==> config.mk <==
export PLATFORM = sky130hd
export DESIGN_NAME = adc_fe_cfg
export DESIGN_NICKNAME = d
export VERILOG_FILES = /design/src/adc_fe_pkg.sv /design/src/adc_fe_cfg.sv /design/src/axil_reg_slave.sv /design/src/fe_cfg_decode.sv
export SDC_FILE = /design/constraint.sdc
export NUM_CORES = 1
export LEC_CHECK = 0
export BUFFER_PORTS_ARGS = -buffer_cell sky130_fd_sc_hd__buf_2
export CAP_MARGIN = 0
export CORE_UTILIZATION = 50
export CTS_CLUSTER_DIAMETER = 150
export CTS_CLUSTER_SIZE = 16
export DETAILED_ROUTE_END_ITERATION = 8
export GPL_ROUTABILITY_DRIVEN = 0
export PLACE_DENSITY_LB_ADDON = 0.08
export SYNTH_ARGS = -nofsm -noshare
export SYNTH_HDL_FRONTEND = slang
export SYNTH_SLANG_ARGS = --single-unit
==> constraint.sdc <==
create_clock -name aclk -period 2.3 [get_ports aclk]
set_clock_uncertainty 0.15 [all_clocks]
set_input_delay 0.575 -clock aclk [delete_from_list [all_inputs] [get_ports aclk]]
set_output_delay 0.575 -clock aclk [all_outputs]
set_load 0.005 [all_outputs]
==> src/adc_fe_pkg.sv <==
// shared constants, field layouts and decode helpers for the adc front-end config block
package adc_fe_pkg;
  // ----------------------------------------------------------------
  // register map (indices; byte address is four times the index)
  // ----------------------------------------------------------------
  localparam int ADDR_W = 8;
  localparam logic [5:0] CTRL_IDX = 6'h09; // converter control
  localparam logic [5:0] SRC_IDX = 6'h0A; // bias / burnout / excitation source
  localparam logic [5:0] BIAS_EN_IDX = 6'h10; // per-input bias enables
  localparam logic [5:0] EXC_EN_IDX = 6'h11; // per-input excitation enables
  localparam logic [7:0] CTRL_RST = 8'h01; // reference pair 1 selected
  localparam logic [7:0] SRC_RST = 8'h00;
  localparam int NUM_AIN = 12; // analog inputs with a bias / excitation switch
  localparam logic [NUM_AIN-1:0] EN_RST = 12'h000;
  localparam logic [1:0] RESP_OKAY = 2'h0;
  localparam logic [1:0] RESP_SLVERR = 2'h2;
  // ----------------------------------------------------------------
  // field codes
  // ----------------------------------------------------------------
  localparam logic [2:0] REF_RESERVED = 3'h7;
  localparam logic [1:0] BIAS_ACTIVE = 2'h0;
  localparam logic [1:0] BIAS_HIGH_Z = 2'h1;
  localparam logic [1:0] BURN_OFF = 2'h0;
  localparam logic [10:0] EXC_MAX_UA = 11'h640; // 1600 microamps
  // control register layout, msb first
  typedef struct packed {
    logic clk_ext; // converter clocked from the external pin
    logic unipolar; // input range select
    logic fmt_offset; // offset binary when set
    logic refbuf_p; // p-side reference buffer on
    logic refbuf_n; // n-side reference buffer on
    logic [2:0] ref_sel; // reference pair
  } ctrl_fields_t;
  // source register layout, msb first
  typedef struct packed {
    logic [1:0] bias_mode;
    logic [1:0] burnout;
    logic [3:0] exc_level;
  } src_fields_t;
  // decoded front-end settings, all from flip-flops
  typedef struct packed {
    logic clk_ext;
    logic unipolar;
    logic twos_comp;
    logic offset_bin;
    logic refbuf_p_on;
    logic refbuf_p_bypass;
    logic refbuf_n_on;
    logic refbuf_n_bypass;
    logic [2:0] ref_code;
    logic ref_reserved;
    logic bias_active;
    logic bias_high_z;
    logic bias_low_z;
    logic burnout_on;
    logic [2:0] burnout_level; // one-hot while burnout is on, all zero when off: low, middle, high
    logic [10:0] exc_ua; // nominal excitation current in microamps
  } fe_cfg_t;
  // byte address to register index
  function automatic logic [5:0] addr_idx(input logic [ADDR_W-1:0] a);
    return a[ADDR_W-1:2];
  endfunction : addr_idx
  // true where an index holds a register
  function automatic logic idx_mapped(input logic [5:0] i);
    return (i == CTRL_IDX) || (i == SRC_IDX) || (i == BIAS_EN_IDX) || (i == EXC_EN_IDX);
  endfunction : idx_mapped
  // excitation level code to nominal microamps, rising with the code
  function automatic logic [10:0] exc_ua_of(input logic [3:0] c);
    logic [10:0] t [16];
    t = '{11'h00A, 11'h032, 11'h04B, 11'h064, 11'h07D, 11'h096, 11'h0AF, 11'h0C8,
          11'h0E1, 11'h0FA, 11'h12C, 11'h190, 11'h258, 11'h320, 11'h4B0, EXC_MAX_UA};
    return t[c];
  endfunction : exc_ua_of
endpackage : adc_fe_pkg

==> src/adc_fe_cfg.sv <==
// adc front-end configuration registers with axi4-lite access and clock-source select
`timescale 1ns/1ps
// ----------------------------------------------------------------
// Notes on behaviour
// - bit 7 picks internal or external converter clock
// - bit 6 picks bipolar or unipolar range
// - two's complement only while range is bipolar
// - p-side reference buffer on, or bypassed
// - n-side reference buffer on, or bypassed
// - reference field picks pair; code 7 reserved
// - bias mode: active, high-z, low-z twice
// - enabling bias clears that input's excitation
// - enabling excitation clears that input's bias
// - burnout field: off, low, middle, high
// - excitation field: sixteen rising levels
// ----------------------------------------------------------------
module adc_fe_cfg
  import adc_fe_pkg::*;
(
  input wire logic aclk,
  input wire logic aresetn,
  input wire logic [ADDR_W-1:0] awaddr,
  input wire logic awvalid,
  output logic awready,
  input wire logic [31:0] wdata,
  input wire logic [3:0] wstrb,
  input wire logic wvalid,
  output logic wready,
  output logic [1:0] bresp,
  output logic bvalid,
  input wire logic bready,
  input wire logic [ADDR_W-1:0] araddr,
  input wire logic arvalid,
  output logic arready,
  output logic [31:0] rdata,
  output logic [1:0] rresp,
  output logic rvalid,
  input wire logic rready,
  input wire logic internal_clk_tick,
  input wire logic external_clock_pin,
  output logic conv_tick,
  output fe_cfg_t fe_cfg,
  output logic [NUM_AIN-1:0] bias_en,
  output logic [NUM_AIN-1:0] exc_en
);
  // ----------------------------------------------------------------
  // register-side strobes from the bus slave
  // ----------------------------------------------------------------
  logic wr_en; // one-cycle write pulse
  logic [5:0] wr_idx; // index of the written register
  logic [31:0] wr_data; // write data
  logic [3:0] wr_strb; // byte lanes of the write
  logic [5:0] rd_idx; // index being read
  logic [31:0] rd_data; // read mux into the slave
  // ----------------------------------------------------------------
  // configuration state
  // ----------------------------------------------------------------
  ctrl_fields_t ctrl_reg; // converter control byte
  src_fields_t src_reg; // source byte
  logic [NUM_AIN-1:0] bias_en_reg; // bias switch per input
  logic [NUM_AIN-1:0] exc_en_reg; // excitation switch per input
  logic [NUM_AIN-1:0] bias_en_next; // bias after a write
  logic [NUM_AIN-1:0] exc_en_next; // excitation after a write
  logic [NUM_AIN-1:0] wr_mask; // lanes of the 12-bit enables that a write reaches
  logic [NUM_AIN-1:0] wr_en_bits; // write data limited to the enables
  // ----------------------------------------------------------------
  // external clock pin conditioning
  // ----------------------------------------------------------------
  logic ext_meta_reg; // first synchroniser stage
  logic ext_sync_reg; // second synchroniser stage
  logic ext_prev_reg; // previous synchronised level
  logic ext_rise; // one-cycle pulse per pin rising edge

  // ----------------------------------------------------------------
  // bus slave
  // ----------------------------------------------------------------
  axil_reg_slave u_slave (
    .aclk(aclk),
    .aresetn(aresetn),
    .awaddr(awaddr),
    .awvalid(awvalid),
    .awready(awready),
    .wdata(wdata),
    .wstrb(wstrb),
    .wvalid(wvalid),
    .wready(wready),
    .bresp(bresp),
    .bvalid(bvalid),
    .bready(bready),
    .araddr(araddr),
    .arvalid(arvalid),
    .arready(arready),
    .rdata(rdata),
    .rresp(rresp),
    .rvalid(rvalid),
    .rready(rready),
    .wr_en(wr_en),
    .wr_idx(wr_idx),
    .wr_data(wr_data),
    .wr_strb(wr_strb),
    .rd_idx(rd_idx),
    .rd_data(rd_data)
  );

  // ----------------------------------------------------------------
  // control and source bytes
  // ----------------------------------------------------------------
  // control byte: lane 0 only, every field writable
  always_ff @(posedge aclk) begin
    if (!aresetn) begin
      ctrl_reg <= CTRL_RST;
    end else if (wr_en && wr_idx == CTRL_IDX && wr_strb[0]) begin
      ctrl_reg <= wr_data[7:0];
    end
  end

  // source byte: lane 0 only
  always_ff @(posedge aclk) begin
    if (!aresetn) begin
      src_reg <= SRC_RST;
    end else if (wr_en && wr_idx == SRC_IDX && wr_strb[0]) begin
      src_reg <= wr_data[7:0];
    end
  end

  // ----------------------------------------------------------------
  // per-input bias and excitation switches
  // ----------------------------------------------------------------
  // lane 0 reaches bits 7:0, lane 1 bits 11:8
  assign wr_mask = {{4{wr_strb[1]}}, {8{wr_strb[0]}}};
  assign wr_en_bits = wr_data[NUM_AIN-1:0];

  // a switch turned on drops the other source on the same input, so
  // the two can never drive one pin even for a cycle
  always_comb begin
    bias_en_next = bias_en_reg;
    exc_en_next = exc_en_reg;
    if (wr_en && wr_idx == BIAS_EN_IDX) begin
      bias_en_next = (bias_en_reg & ~wr_mask) | (wr_en_bits & wr_mask);
      exc_en_next = exc_en_reg & ~(bias_en_next & ~bias_en_reg);
    end else if (wr_en && wr_idx == EXC_EN_IDX) begin
      exc_en_next = (exc_en_reg & ~wr_mask) | (wr_en_bits & wr_mask);
      bias_en_next = bias_en_reg & ~(exc_en_next & ~exc_en_reg);
    end
  end

  // both switch words update together
  always_ff @(posedge aclk) begin
    if (!aresetn) begin
      bias_en_reg <= EN_RST;
      exc_en_reg <= EN_RST;
    end else begin
      bias_en_reg <= bias_en_next;
      exc_en_reg <= exc_en_next;
    end
  end

  assign bias_en = bias_en_reg;
  assign exc_en = exc_en_reg;

  // ----------------------------------------------------------------
  // read mux
  // ----------------------------------------------------------------
  // unmapped indices read zero; the slave marks them with an error
  always_comb begin
    rd_data = 32'h0000_0000;
    unique case (rd_idx)
      CTRL_IDX: rd_data[7:0] = ctrl_reg;
      SRC_IDX: rd_data[7:0] = src_reg;
      BIAS_EN_IDX: rd_data[NUM_AIN-1:0] = bias_en_reg;
      EXC_EN_IDX: rd_data[NUM_AIN-1:0] = exc_en_reg;
      default: rd_data = 32'h0000_0000;
    endcase
  end

  // ----------------------------------------------------------------
  // field decode into analog controls
  // ----------------------------------------------------------------
  fe_cfg_decode u_decode (
    .aclk(aclk),
    .aresetn(aresetn),
    .ctrl(ctrl_reg),
    .src(src_reg),
    .cfg(fe_cfg)
  );

  // ----------------------------------------------------------------
  // converter clock source
  // ----------------------------------------------------------------
  // pin is asynchronous: two stages before anything looks at it
  always_ff @(posedge aclk) begin
    if (!aresetn) begin
      ext_meta_reg <= 1'b0;
      ext_sync_reg <= 1'b0;
      ext_prev_reg <= 1'b0;
    end else begin
      ext_meta_reg <= external_clock_pin;
      ext_sync_reg <= ext_meta_reg;
      ext_prev_reg <= ext_sync_reg;
    end
  end

  assign ext_rise = ext_sync_reg && !ext_prev_reg;

  // the external pin must run below half of aclk or edges are lost
  assign conv_tick = fe_cfg.clk_ext ? ext_rise : internal_clk_tick;
endmodule : adc_fe_cfg

==> src/axil_reg_slave.sv <==
// axi4-lite slave front end: one write and one read in flight, register-side strobes
`timescale 1ns/1ps
module axil_reg_slave
  import adc_fe_pkg::*;
(
  input wire logic aclk,
  input wire logic aresetn,
  input wire logic [ADDR_W-1:0] awaddr,
  input wire logic awvalid,
  output logic awready,
  input wire logic [31:0] wdata,
  input wire logic [3:0] wstrb,
  input wire logic wvalid,
  output logic wready,
  output logic [1:0] bresp,
  output logic bvalid,
  input wire logic bready,
  input wire logic [ADDR_W-1:0] araddr,
  input wire logic arvalid,
  output logic arready,
  output logic [31:0] rdata,
  output logic [1:0] rresp,
  output logic rvalid,
  input wire logic rready,
  output logic wr_en,
  output logic [5:0] wr_idx,
  output logic [31:0] wr_data,
  output logic [3:0] wr_strb,
  output logic [5:0] rd_idx,
  input wire logic [31:0] rd_data
);
  logic aw_full_reg; // address held until both halves are in
  logic w_full_reg; // data held until both halves are in
  // address and data may arrive in either order; both wait for the response
  assign awready = !aw_full_reg && !bvalid;
  assign wready = !w_full_reg && !bvalid;
  assign wr_en = aw_full_reg && w_full_reg && !bvalid;
  assign arready = !rvalid;
  assign rd_idx = addr_idx(araddr);
  // write channel capture and response
  always_ff @(posedge aclk) begin
    if (!aresetn) begin
      aw_full_reg <= 1'b0;
      w_full_reg <= 1'b0;
      bvalid <= 1'b0;
      bresp <= RESP_OKAY;
      wr_idx <= 6'h00;
      wr_data <= 32'h0000_0000;
      wr_strb <= 4'h0;
    end else begin
      if (awvalid && awready) begin
        aw_full_reg <= 1'b1;
        wr_idx <= addr_idx(awaddr);
      end
      if (wvalid && wready) begin
        w_full_reg <= 1'b1;
        wr_data <= wdata;
        wr_strb <= wstrb;
      end
      if (wr_en) begin
        aw_full_reg <= 1'b0;
        w_full_reg <= 1'b0;
        bvalid <= 1'b1;
        bresp <= idx_mapped(wr_idx) ? RESP_OKAY : RESP_SLVERR;
      end else if (bvalid && bready) begin
        bvalid <= 1'b0;
      end
    end
  end
  // read channel: data registered at the address handshake
  always_ff @(posedge aclk) begin
    if (!aresetn) begin
      rvalid <= 1'b0;
      rdata <= 32'h0000_0000;
      rresp <= RESP_OKAY;
    end else if (arvalid && arready) begin
      rvalid <= 1'b1;
      rdata <= rd_data;
      rresp <= idx_mapped(rd_idx) ? RESP_OKAY : RESP_SLVERR;
    end else if (rvalid && rready) begin
      rvalid <= 1'b0;
    end
  end
endmodule : axil_reg_slave

==> src/fe_cfg_decode.sv <==
// turns the two configuration bytes into registered front-end control lines
`timescale 1ns/1ps
module fe_cfg_decode
  import adc_fe_pkg::*;
(
  input wire logic aclk,
  input wire logic aresetn,
  input wire ctrl_fields_t ctrl,
  input wire src_fields_t src,
  output fe_cfg_t cfg
);
  fe_cfg_t cfg_next; // decoded value, registered below
  // field decode, shared by the live path and the reset value
  function automatic fe_cfg_t decode_fields(input ctrl_fields_t c, input src_fields_t s);
    fe_cfg_t d;
    d = '0;
    d.clk_ext = c.clk_ext;
    d.unipolar = c.unipolar;
    d.offset_bin = c.fmt_offset;
    d.twos_comp = !c.fmt_offset && !c.unipolar;
    d.refbuf_p_on = c.refbuf_p;
    d.refbuf_p_bypass = !c.refbuf_p;
    d.refbuf_n_on = c.refbuf_n;
    d.refbuf_n_bypass = !c.refbuf_n;
    d.ref_code = c.ref_sel;
    d.ref_reserved = c.ref_sel == REF_RESERVED;
    d.bias_active = s.bias_mode == BIAS_ACTIVE;
    d.bias_high_z = s.bias_mode == BIAS_HIGH_Z;
    d.bias_low_z = s.bias_mode[1]; // both upper codes
    d.burnout_on = s.burnout != BURN_OFF;
    d.burnout_level = 3'(s.burnout == 2'h1) | {1'b0, s.burnout == 2'h2, 1'b0}
                      | {s.burnout == 2'h3, 2'h0};
    d.exc_ua = exc_ua_of(s.exc_level);
    return d;
  endfunction : decode_fields
  // combinational field decode
  assign cfg_next = decode_fields(ctrl, src);
  // output register so the analog controls never glitch; reset loads the decode of the
  // reset bytes, so an all-zero setting with no bias mode never reaches the front end
  always_ff @(posedge aclk) begin
    if (!aresetn) begin
      cfg <= decode_fields(CTRL_RST, SRC_RST);
    end else begin
      cfg <= cfg_next;
    end
  end
endmodule : fe_cfg_decode

-- After elaboration in Yosys (flattened, before gate mapping)
Memory sizes are Yosys's and may differ from the RTL's. A register that Yosys moved wholly into a read port is not among the register bits.
Cells that the tools add are included.
- bits in registers: 102
- latch bits: 0
- bits in writable memories: 0
- ROM bits: 176
- input port bits: 61
- output and inout port bits: 96
- logic and storage cells: 123
- memories: 1
- add/sub/neg operators: 0
- multipliers: 0
- div/mod/pow operators: 0
- magnitude comparators: 0
- equality and inequality tests: 13
- shift-type cells: 0
- multiplexer cells: 13
- bitwise logic cells: 18
- reduce and logical (&&, ||, !) cells: 39
- memories (memory ; words ; width ; read ports ; clocked after Yosys merged registers in ; wr ports ; RTL line ; source):
    (no name shown) ; 16 ; 11 ; 1 ; 1 ; 0 ; adc_fe_pkg.sv:72 ; return t[c];
- operators by type and width (operator ; number):
    12-bit bitwise AND ; 7
    12-bit inverter ; 5
    12-bit 2-to-1 mux ; 4
    8-bit case mux with 4 select lines ; 1
    6-bit by 4-bit equality test with 1-bit output, second input constant ; 4
    6-bit by 5-bit equality test with 1-bit output, second input constant ; 4
    12-bit OR ; 2
    1-bit logical AND ; 17
    1-bit logical NOT ; 10
    4-bit case mux with 2 select lines ; 1
    2-bit nonzero test ; 4
    1-bit logical OR ; 6
    1-bit 2-to-1 mux ; 5
    4-bit inverter with 5-bit output ; 1
    2-bit by 1-bit equality test with 1-bit output, second input constant ; 2
    2-bit equality test, second input constant ; 2
    2-bit 2-to-1 mux ; 2
    3-bit equality test, second input constant ; 1
    3-bit OR ; 1
    2-bit logical NOT ; 1
    1-bit by 2-bit OR with 2-bit output ; 1
    2-bit OR reduction ; 1
    1-bit inverter ; 1

-- Longest topological paths before layout
Gate-level depths: netlist of the first run.
- depth in word-level cells: 8
- gate-level depth with buffers: 6
- depth with buffers taken out: 6

-- Cells and area by module
Synthesis of the first run repeated with hierarchy kept, for this count alone.
- cells, all modules: 755
- area, all modules: 6655.1 um2
- modules (own cells, without submodules) (module ; times used ; cells each ; area an instance (um2) ; sequential area each (um2)):
    axil_reg_slave ; 1 ; 362 ; 3149.3 ; 1601.5
    adc_fe_cfg ; 1 ; 289 ; 2403.6 ; 860.8
    fe_cfg_decode ; 1 ; 104 ; 1102.3 ; 600.6

-- Worst setup path before layout of the first run
OpenSTA, ideal clock, no wires.
- kind: input -> register
- start: input araddr[3]
- end: register u_slave.rdata[0]
- library setup time: 0.072 ns
- data arrival time: 1.510 ns
- required time: 2.078 ns
- slack: 0.568 ns
- cell stages on the path: 5
- buffers on the path: 1
- cells stage by stage: or4b_1 > buf_2 > a21oi_1 > a221oi_1 > o21ai_1
- word-level cells in the longest chain between the ends: 2
- elaborated cells on any way between the ends: 5
- those cells by class: eq/ne (4); mux (1)
- ends and longest elaborated chain (element ; RTL line ; source):
    start: declaration ; adc_fe_cfg.sv:32 ; input wire logic [ADDR_W-1:0] araddr,
    6-bit by 5-bit equality test with 1-bit output or 6-bit by 4-bit equality test with 1-bit output (tied branches) ; adc_fe_cfg.sv:167 ; unique case (rd_idx)
    8-bit case mux with 4 select lines (*) ; adc_fe_cfg.sv:167 ;
    end signal: assignment ; axil_reg_slave.sv:78 ; rdata <= rd_data;
    end: declaration ; axil_reg_slave.sv:21 ; output logic [31:0] rdata,
Every way passes the cells marked *; elsewhere a longest branch is shown, timed or not.
A chain may end at the register's enable or synchronous reset.

-- Worst setup path after layout of the first run
- start: register u_slave.wr_idx[3]
- end: register exc_en_reg[1] (netlist: exc_en[1])
- word-level cells in the longest chain between the ends: 3
- elaborated cells on any way between the ends: 6
- those cells by class: eq/ne (2); mux (1); reduce/logical (3)
- ends and longest elaborated chain (element ; RTL line ; source):
    start: declaration ; axil_reg_slave.sv:26 ; output logic [5:0] wr_idx,
    start signal: assignment ; axil_reg_slave.sv:53 ; wr_idx <= addr_idx(awaddr);
    6-bit by 5-bit equality test with 1-bit output (on tied branches) ; adc_fe_cfg.sv:138, adc_fe_cfg.sv:141 ;
    1-bit logical AND (on tied branches) ; adc_fe_cfg.sv:138, adc_fe_cfg.sv:141 ;
    12-bit 2-to-1 mux or 2-bit nonzero test (tied branches) ; - ;
    end signal: assignment ; adc_fe_cfg.sv:154 ; exc_en_reg <= exc_en_next;
    end: declaration ; adc_fe_cfg.sv:61 ; logic [NUM_AIN-1:0] exc_en_reg;
Several ways; a longest one is shown, not always the timed one.

==> results of run 1 <==
worst max path at each step:
stage | to | slack [ns] | startpoint | cells after the start
2_1_floorplan | u_slave.rdata[0]$_SDFFE_PN0P_ | 0.57 | araddr[3] | 5
3_3_place_gp | u_slave.rdata[5]$_SDFFE_PN0P_ | 0.31 | araddr[3] | 5
5_1_grt | exc_en[2]$_SDFFE_PN0P_ | 0.34 | u_slave.wr_idx[3]$_SDFFE_PN0P_ | 4
4_1_cts | wready | 0.44 | u_slave.bvalid$_SDFFE_PN0P_ | 2
6_report | exc_en[1]$_SDFFE_PN0P_ | 0.44 | u_slave.wr_idx[3]$_SDFFE_PN0P_ | 4
3_5_place_dp | u_slave.rdata[5]$_SDFFE_PN0P_ | 0.27 | araddr[3] | 5
routing by layer:
layer / up-vias / routed length [um]
li1: 2105 / -
met1: 1899 / 5040
met2: 133 / 5130
met3: 16 / 646
met4: 0 / 240
met5: - / 0
through the flow:
stage / setup slack (ns) / instance area (um2) / hold WS [ns] / power (mW)
after global routing: 0.337 / 5620 / 0.244 / 3.47
after floorplan: 0.568 / 4980 / 0.242 / 2.25
after CTS: 0.439 / 5620 / 0.244 / 3.36
after global placement: 0.310 / 5450 / 0.266 / 2.31
after detailed placement: 0.265 / 5450 / 0.278 / 2.32
final: 0.436 / 5620 / 0.258 / 3.33
layout make-up:
class | count | area (um2) | share of cell area [%]
multi-input cells | 393 | 2340 | 41.6
flip-flops and latches | 111 | 2220 | 39.6
inverters | 21 | 78.8 | 1.40
repair buffers | 121 | 653 | 11.6
well taps | 129 | 161 | 2.87
clock inverters | 4 | 31.3 | 0.557
clock buffers | 12 | 135 | 2.41
cell usage after synthesis (2+ instances only):
| library cell | instances | share of area, % |
|---|---|---|
| a21boi_0 | 16 | 2.5 |
| a21oi_1 | 42 | 4.3 |
| a221oi_1 | 12 | 2.1 |
| a31o_1 | 10 | 1.8 |
| and2_1 | 5 | 0.64 |
| and3_1 | 3 | 0.38 |
| buf_2 | 7 | 0.72 |
| buf_4 | 26 | 4.0 |
| buf_6 | 4 | 0.92 |
| clkbuf_1 | 17 | 1.3 |
| dfxtp_1 | 111 | 45 |
| ha_1 | 7 | 1.8 |
| inv_1 | 21 | 1.6 |
| mux2i_1 | 9 | 1.8 |
| nand2_1 | 76 | 5.8 |
| nand2b_1 | 17 | 2.2 |
| nand3_1 | 27 | 2.8 |
| nand3b_1 | 19 | 2.9 |
| nand4_1 | 4 | 0.51 |
| nor2_1 | 17 | 1.3 |
| nor2b_1 | 14 | 1.8 |
| nor4_4 | 2 | 0.87 |
| o211a_1 | 2 | 0.41 |
| o211ai_1 | 10 | 1.5 |
| o21ai_0 | 27 | 2.8 |
| o21ai_1 | 23 | 2.4 |
| o21ai_2 | 3 | 0.54 |
| o22ai_1 | 7 | 0.89 |
layout by cell type (no fill, tap or decap), types with 19 or more instances in the layout:
cell / synthesis / routed
nand2_1: 76 / 76
dfxtp_1: 111 / 111
conb_1: 1 / 22
inv_1: 21 / 21
buf_2: 7 / 107
a21oi_1: 42 / 42
o21ai_0: 27 / 27
nand3b_1: 19 / 19
o21ai_1: 23 / 23
nand3_1: 27 / 27
power groups by stage:
stage | sequential (mW) | combinational, mW | clock, mW
global route | 2.02 | 0.301 | 1.15
finish | 2.01 | 0.266 | 1.05
detailed placement | 2.06 | 0.265 | 0
floorplan | 2.04 | 0.214 | 0
CTS | 2.01 | 0.266 | 1.08
global placement | 2.06 | 0.258 | 0
cells by family after synthesis:
family	count (synthesis)	synth area share, %
adder cells (fa/ha/maj)	7	1.79
other	1	0.0766
AND/OR/NAND/NOR	197	22.3
XOR/XNOR	1	0.179
multiplexers	9	1.84
buffers and inverters	75	8.53
AO/OA/AOI/OAI	157	19.9
flip-flops	111	45.4
==> out/metrics.yaml, run 1 <==
clocking:
  clock_latency_ns: 0.37
  cts_max_level: 3
  clockBufferDepth: 2
  cts-root-buf: "clkbuf_8"
  cts_buffers: 9
  clock-sinks: 111
  post_cts_buffers: 0
  clk_pin_slew_ns: 0.10
  cts.repair.resized: 0
  ctsHoldBuffers: 0
  tritoncts: "built"
grt:
  grt_max_degree: 49
  grt_pass1_wl_um: 18100
  track_usage_pct: 22.8
  antenna_found_initial: 0
  grtUsageMet3_pct: 3.12
  busiest_layer: "met2"
  globalRouteMet2Util_pct: 38.0
  grt_pass1_vias: 3747
  grtUsageMet1_pct: 29.8
  gr-total-overflow: 0
power:
  power.leakage_nw: 2.35
  swShare_pct: 25.7
  seqPwrFrac_pct: 60.6
  p_per_area_nw_per_um2: 592
  ir_drop_mv: 0.331
  internal-power_mw: 2.47
  share_comb_of_total_power_pct: 8.0
  switchingPower_uw: 853
  clkPwrFrac_pct: 31.4
finish:
  fin_nets: 725
  largest_reg_flops: 30
  syn2layout_area_growth_pct: 14.7
  regMostFlops: "u_decode.cfg"
  nFillCells: 888
  antenna_cells: 0
  drive_gt1_share_pct: 22.1
  final_util_pct: 59.9
  final_cells: 791
critical_path:
  required_ns: 2.42
  reg2reg_slack_ns: 0.44
  crit_family: "simple AND/OR/NAND/NOR gates"
  cpPeakStageDelay_ns: 0.46
  r2r-end: "exc_en[1]$_SDFFE_PN0P_"
  crit_arrival_ns: 1.98
  crit_slowest_cell: "nor4b_4"
  path_buf_inv: 0
  critPathLaunchType: "flop"
  path_class: "flop to flop"
  r2r.worst_path.cells: 4
  cp_cell_sequence: "nor4b_4 > and3_1 > o21ai_1 > a31o_1"
  r2r-start: "u_slave.wr_idx[3]$_SDFFE_PN0P_"
  crit_fanout: 10
  worstSetupEndpointType: "flop"
floorplanning:
  core_area_um2: 9370
  chipWidth_um: 101
  initial_core_util_pct: 52.3
  die_area_um2: 10200
  io_pins: 157
  row_count: 35
  die_h_um: 101
synthesis:
  synth_edf_count: 0
  yosys_warnings: 0
  ys_ff_latch: 111
  synth_area_per_cell_um2: 8.78
  synth_cells: 558
  synth_flop_cell: "dfxtp_1"
  synth.distinct_cells: 48
  async_flop_share_pct: 0
  synth_area_um2: 4900
  ys_seq_area_share_pct: 45.4
timing:
  worstMarginPinSlew_ns: 0.658
  min_period_over_period_pct: 81.1
  hold_viol: 0
  period_needed_ns: 1.86
  final_max_slew_viol_count: 0
  rsz0062_at_grt: "no"
  fmax_mhz: 536
  finalSetupViolCount: 0
  relSlewSlack_pct: 56.1
  tns_ns: 0
placement:
  io_buffers: 108
  dpl.hpwl_um: 8420
  numPlacedInstances: 775
hold_path:
  min_path_cells: 2
  holdCritStartpoint: "external_clock_pin"
  whs_endpoint: "ext_meta_reg$_SDFF_PN0_"
  hold_path.class: "input port to flop"
detailed_routing:
  dr.first_iter.drc_count: 161
  wl_per_cell_um: 14.0
  via_per_inst: 5.25
  finalWirelength_um: 11100
  drtAntennaViolNets: 0
  first_pass_iters: 5
  drc: 0
  vias: 4153
status:
  outcome: "complete, no violations"
run:
  maxCapViolCount: 0
(Power assumes the default switching activity.)
==> run 2: changes to the inputs <==
Settings changed: CORE_UTILIZATION 50 to 46.
Clock period 2.3 ns to 1.65 ns, I/O delays scaled along.
==> run 2 against run 1 <==
Compared with the run above:
- worst setup slack worse by 0.40 ns
- non-clock buffer count is 33 higher
- sequential cell count stayed put
- core utilization is 1.6 points lower
- via count is 4.9% higher
- combinational power is 79% higher
- final cell count is 5.1% higher
- die area is 8.5% higher
==> out/metrics.yaml, run 2 (synthesis gave the netlist of run 1 again) <==
critical_path:
  crit_slowest_cell: "dfxtp_2"  # was nor4b_4
  r2r-end: "exc_en[1]$_SDFFE_PN0P_"  # unchanged
  path_buf_inv: 2  # was 0
  crit_family: "flip-flops"  # was simple AND/OR/NAND/NOR gates
  crit_fanout: 3  # was 10
  endpoint: "wready"  # was exc_en[1]$_SDFFE_PN0P_
  r2r-start: "u_slave.wr_idx[5]$_SDFFE_PN0P_"  # was u_slave.wr_idx[3]$_SDFFE_PN0P_
  cp_cell_sequence: "buf_6 > nor2_4 > buf_2"  # was nor4b_4 > and3_1 > o21ai_1 > a31o_1
  required_ns: 1.09  # was 2.42 ns
  reg2reg_slack_ns: 0.05  # was 0.44 ns
  startpoint: "u_slave.w_full_reg$_SDFFE_PP0P_"  # was u_slave.wr_idx[3]$_SDFFE_PN0P_
  crit_arrival_ns: 1.05  # was 1.98 ns
  worstSetupEndpointType: "output pin"  # was flop
  path_class: "flop to output pin"  # was flop to flop
  critPathLaunchType: "flop"  # unchanged
  cpPeakStageDelay_ns: 0.35  # was 0.46 ns
  r2r.worst_path.cells: 6  # was 4
  crit_cells: 3  # was 4
timing:
  rsz0062_at_grt: "yes"  # was no
  hold_viol: 0  # unchanged
  worstMarginPinSlew_ns: 0.507  # was 0.658 ns
  final_max_slew_viol_count: 0  # unchanged
  fmax_mhz: 620
  period_needed_ns: 1.61
  finalSetupViolCount: 0  # unchanged
  fin_ws_ns: 0.0379  # was 0.436 ns
  min_period_over_period_pct: 97.7
  relSlewSlack_pct: 66.0  # was 56.1%
clocking:
  cts_buffers: 9  # unchanged
  cts-root-buf: "clkbuf_8"  # unchanged
  clock_latency_ns: 0.37  # about the same
  tritoncts: "built"  # unchanged
  clockBufferDepth: 2  # unchanged
  clk_pin_slew_ns: 0.10  # about the same
  clock-sinks: 111  # unchanged
  cts_max_level: 3  # unchanged
  ctsHoldBuffers: 0  # unchanged
finish:
  syn2layout_area_growth_pct: 23.1  # was 14.7%
  design_area_um2: 6030  # was 5620 um2
  nFillCells: 970  # was 888
  drive_gt1_share_pct: 28.1  # was 22.1%
  regMostFlops: "u_decode.cfg"  # unchanged
  final_common_cell: "buf_2"  # was dfxtp_1
  final_cell_mix: "107 x buf_2, 105 x dfxtp_1, 76 x nand2_1"  # was 111 x dfxtp_1, 107 x buf_2, 76 x nand2_1
  antenna_cells: 0  # unchanged
  fin_nets: 758  # was 725
  largest_reg_flops: 30  # unchanged
  final_cells: 831  # was 791
  final_util_pct: 58.4  # was 59.9%
power:
  ir_drop_mv: 0.405  # was 0.331 mV
  share_comb_of_total_power_pct: 10.0  # was 8.0%
  power.leakage_nw: 2.54  # was 2.35 nW
  seqPwrFrac_pct: 58.6  # was 60.6%
  power.total_mw: 4.78  # was 3.33 mW
  internal-power_mw: 3.54  # was 2.47 mW
  swShare_pct: 25.8  # was 25.7%
  p_per_area_nw_per_um2: 793  # was 592 nW/um2
  switchingPower_mw: 1.23  # was 853 uW
  clkPwrFrac_pct: 31.5  # was 31.4%
status:
  outcome: "complete, no violations"  # unchanged
detailed_routing:
  drtAntennaViolNets: 0  # unchanged
  drc: 0  # unchanged
  first_pass_iters: 5  # unchanged
  via_per_inst: 5.24  # was 5.25
  wl_per_cell_um: 14.2  # was 14.0 um
  vias: 4355  # was 4153
  dr.first_iter.drc_count: 216  # was 161
  finalWirelength_um: 11800  # was 11100 um
grt:
  grt_pass1_vias: 3937  # was 3747
  gr-total-overflow: 0  # unchanged
  grt_max_degree: 35  # was 49
  antenna_found_initial: 0  # unchanged
  grt_pass1_wl_um: 19000  # was 18100 um
  track_usage_pct: 21.7  # was 22.8%
placement:
  placed_area_um2: 5760  # was 5450 um2
  dpl.hpwl_um: 8890  # was 8420 um
  dp_slack_ns: -0.155  # was 0.265 ns
  numPlacedInstances: 813  # was 775
  io_buffers: 108  # unchanged
floorplanning:
  die_h_um: 105  # was 101 um
  core_area_um2: 10300  # was 9370 um2
  chipWidth_um: 105  # was 101 um
  row_count: 37  # was 35
  die_area_um2: 11100  # was 10200 um2
  initial_core_util_pct: 47.4  # was 52.3%
  io_pins: 157  # unchanged
hold_path:
  hold_path.class: "input port to flop"  # unchanged
run:
  maxCapViolCount: 0  # unchanged
==> run 2: layout make-up <==
| cell class | count | area [um2] | area share, % |
|---|---|---|---|
| clock inverters | 5 | 33.8 | 0.561 |
| inverters | 21 | 78.8 | 1.31 |
| well taps | 136 | 170 | 2.82 |
| flip-flops and latches | 111 | 2230 | 37.0 |
| clock buffers | 11 | 141 | 2.35 |
| repair buffers | 154 | 978 | 16.2 |
| multi-input cells | 393 | 2390 | 39.7 |
==> run 2: per-stage QoR <==
stage / hold slack [ns] / TNS (ns)
after floorplan: 0.242 / 0
after global placement: 0.272 / -0.906
after detailed placement: 0.274 / -1.40
after CTS: 0.0926 / -0.0341
after global routing: 0.102 / -0.0502
final: 0.0957 / 0
==> run 2: metal layers <==
| layer | routed length (um) | GRT usage, % | vias to the layer above | share of wire (%) |
|---|---|---|---|---|
| li1 | - | - | 2169 | - |
| met1 | 5290 | 28.4 | 2042 | 45 |
| met2 | 5640 | 34.7 | 123 | 48 |
| met3 | 636 | 3.56 | 21 | 5.4 |
| met4 | 257 | 10.2 | 0 | 2.2 |
| met5 | 0 | 0 | - | 0 |
==> run 2: worst min-delay path by stage <==
stage / slack [ns] / cells past startpoint / startpoint / to
2_1_floorplan: 0.24 / 1 / ctrl_reg[3]$_SDFFE_PN0P_ / u_decode.cfg[22]$_SDFF_PN1_
3_3_place_gp: 0.27 / 1 / ext_meta_reg$_SDFF_PN0_ / ext_sync_reg$_SDFF_PN0_
3_5_place_dp: 0.27 / 1 / ext_meta_reg$_SDFF_PN0_ / ext_sync_reg$_SDFF_PN0_
4_1_cts: 0.09 / 2 / external_clock_pin / ext_meta_reg$_SDFF_PN0_
5_1_grt: 0.10 / 2 / external_clock_pin / ext_meta_reg$_SDFF_PN0_
6_report: 0.1 / 2 / external_clock_pin / ext_meta_reg$_SDFF_PN0_
==> run 2: repair_timing <==
item                       in CTS  in global routing
setup buffers                   0                  2
resized for setup               7                 16
setup endpoints to repair      19                 34
pin swaps                       0                  5
==> run 2: power groups by stage <==
stage	Sequential, mW	Combinational, mW	Clock (mW)
finish	2.80	0.476	1.50
global route	2.81	0.533	1.62
CTS	2.79	0.461	1.52
detailed placement	2.86	0.452	0
global placement	2.85	0.440	0
floorplan	2.84	0.298	0
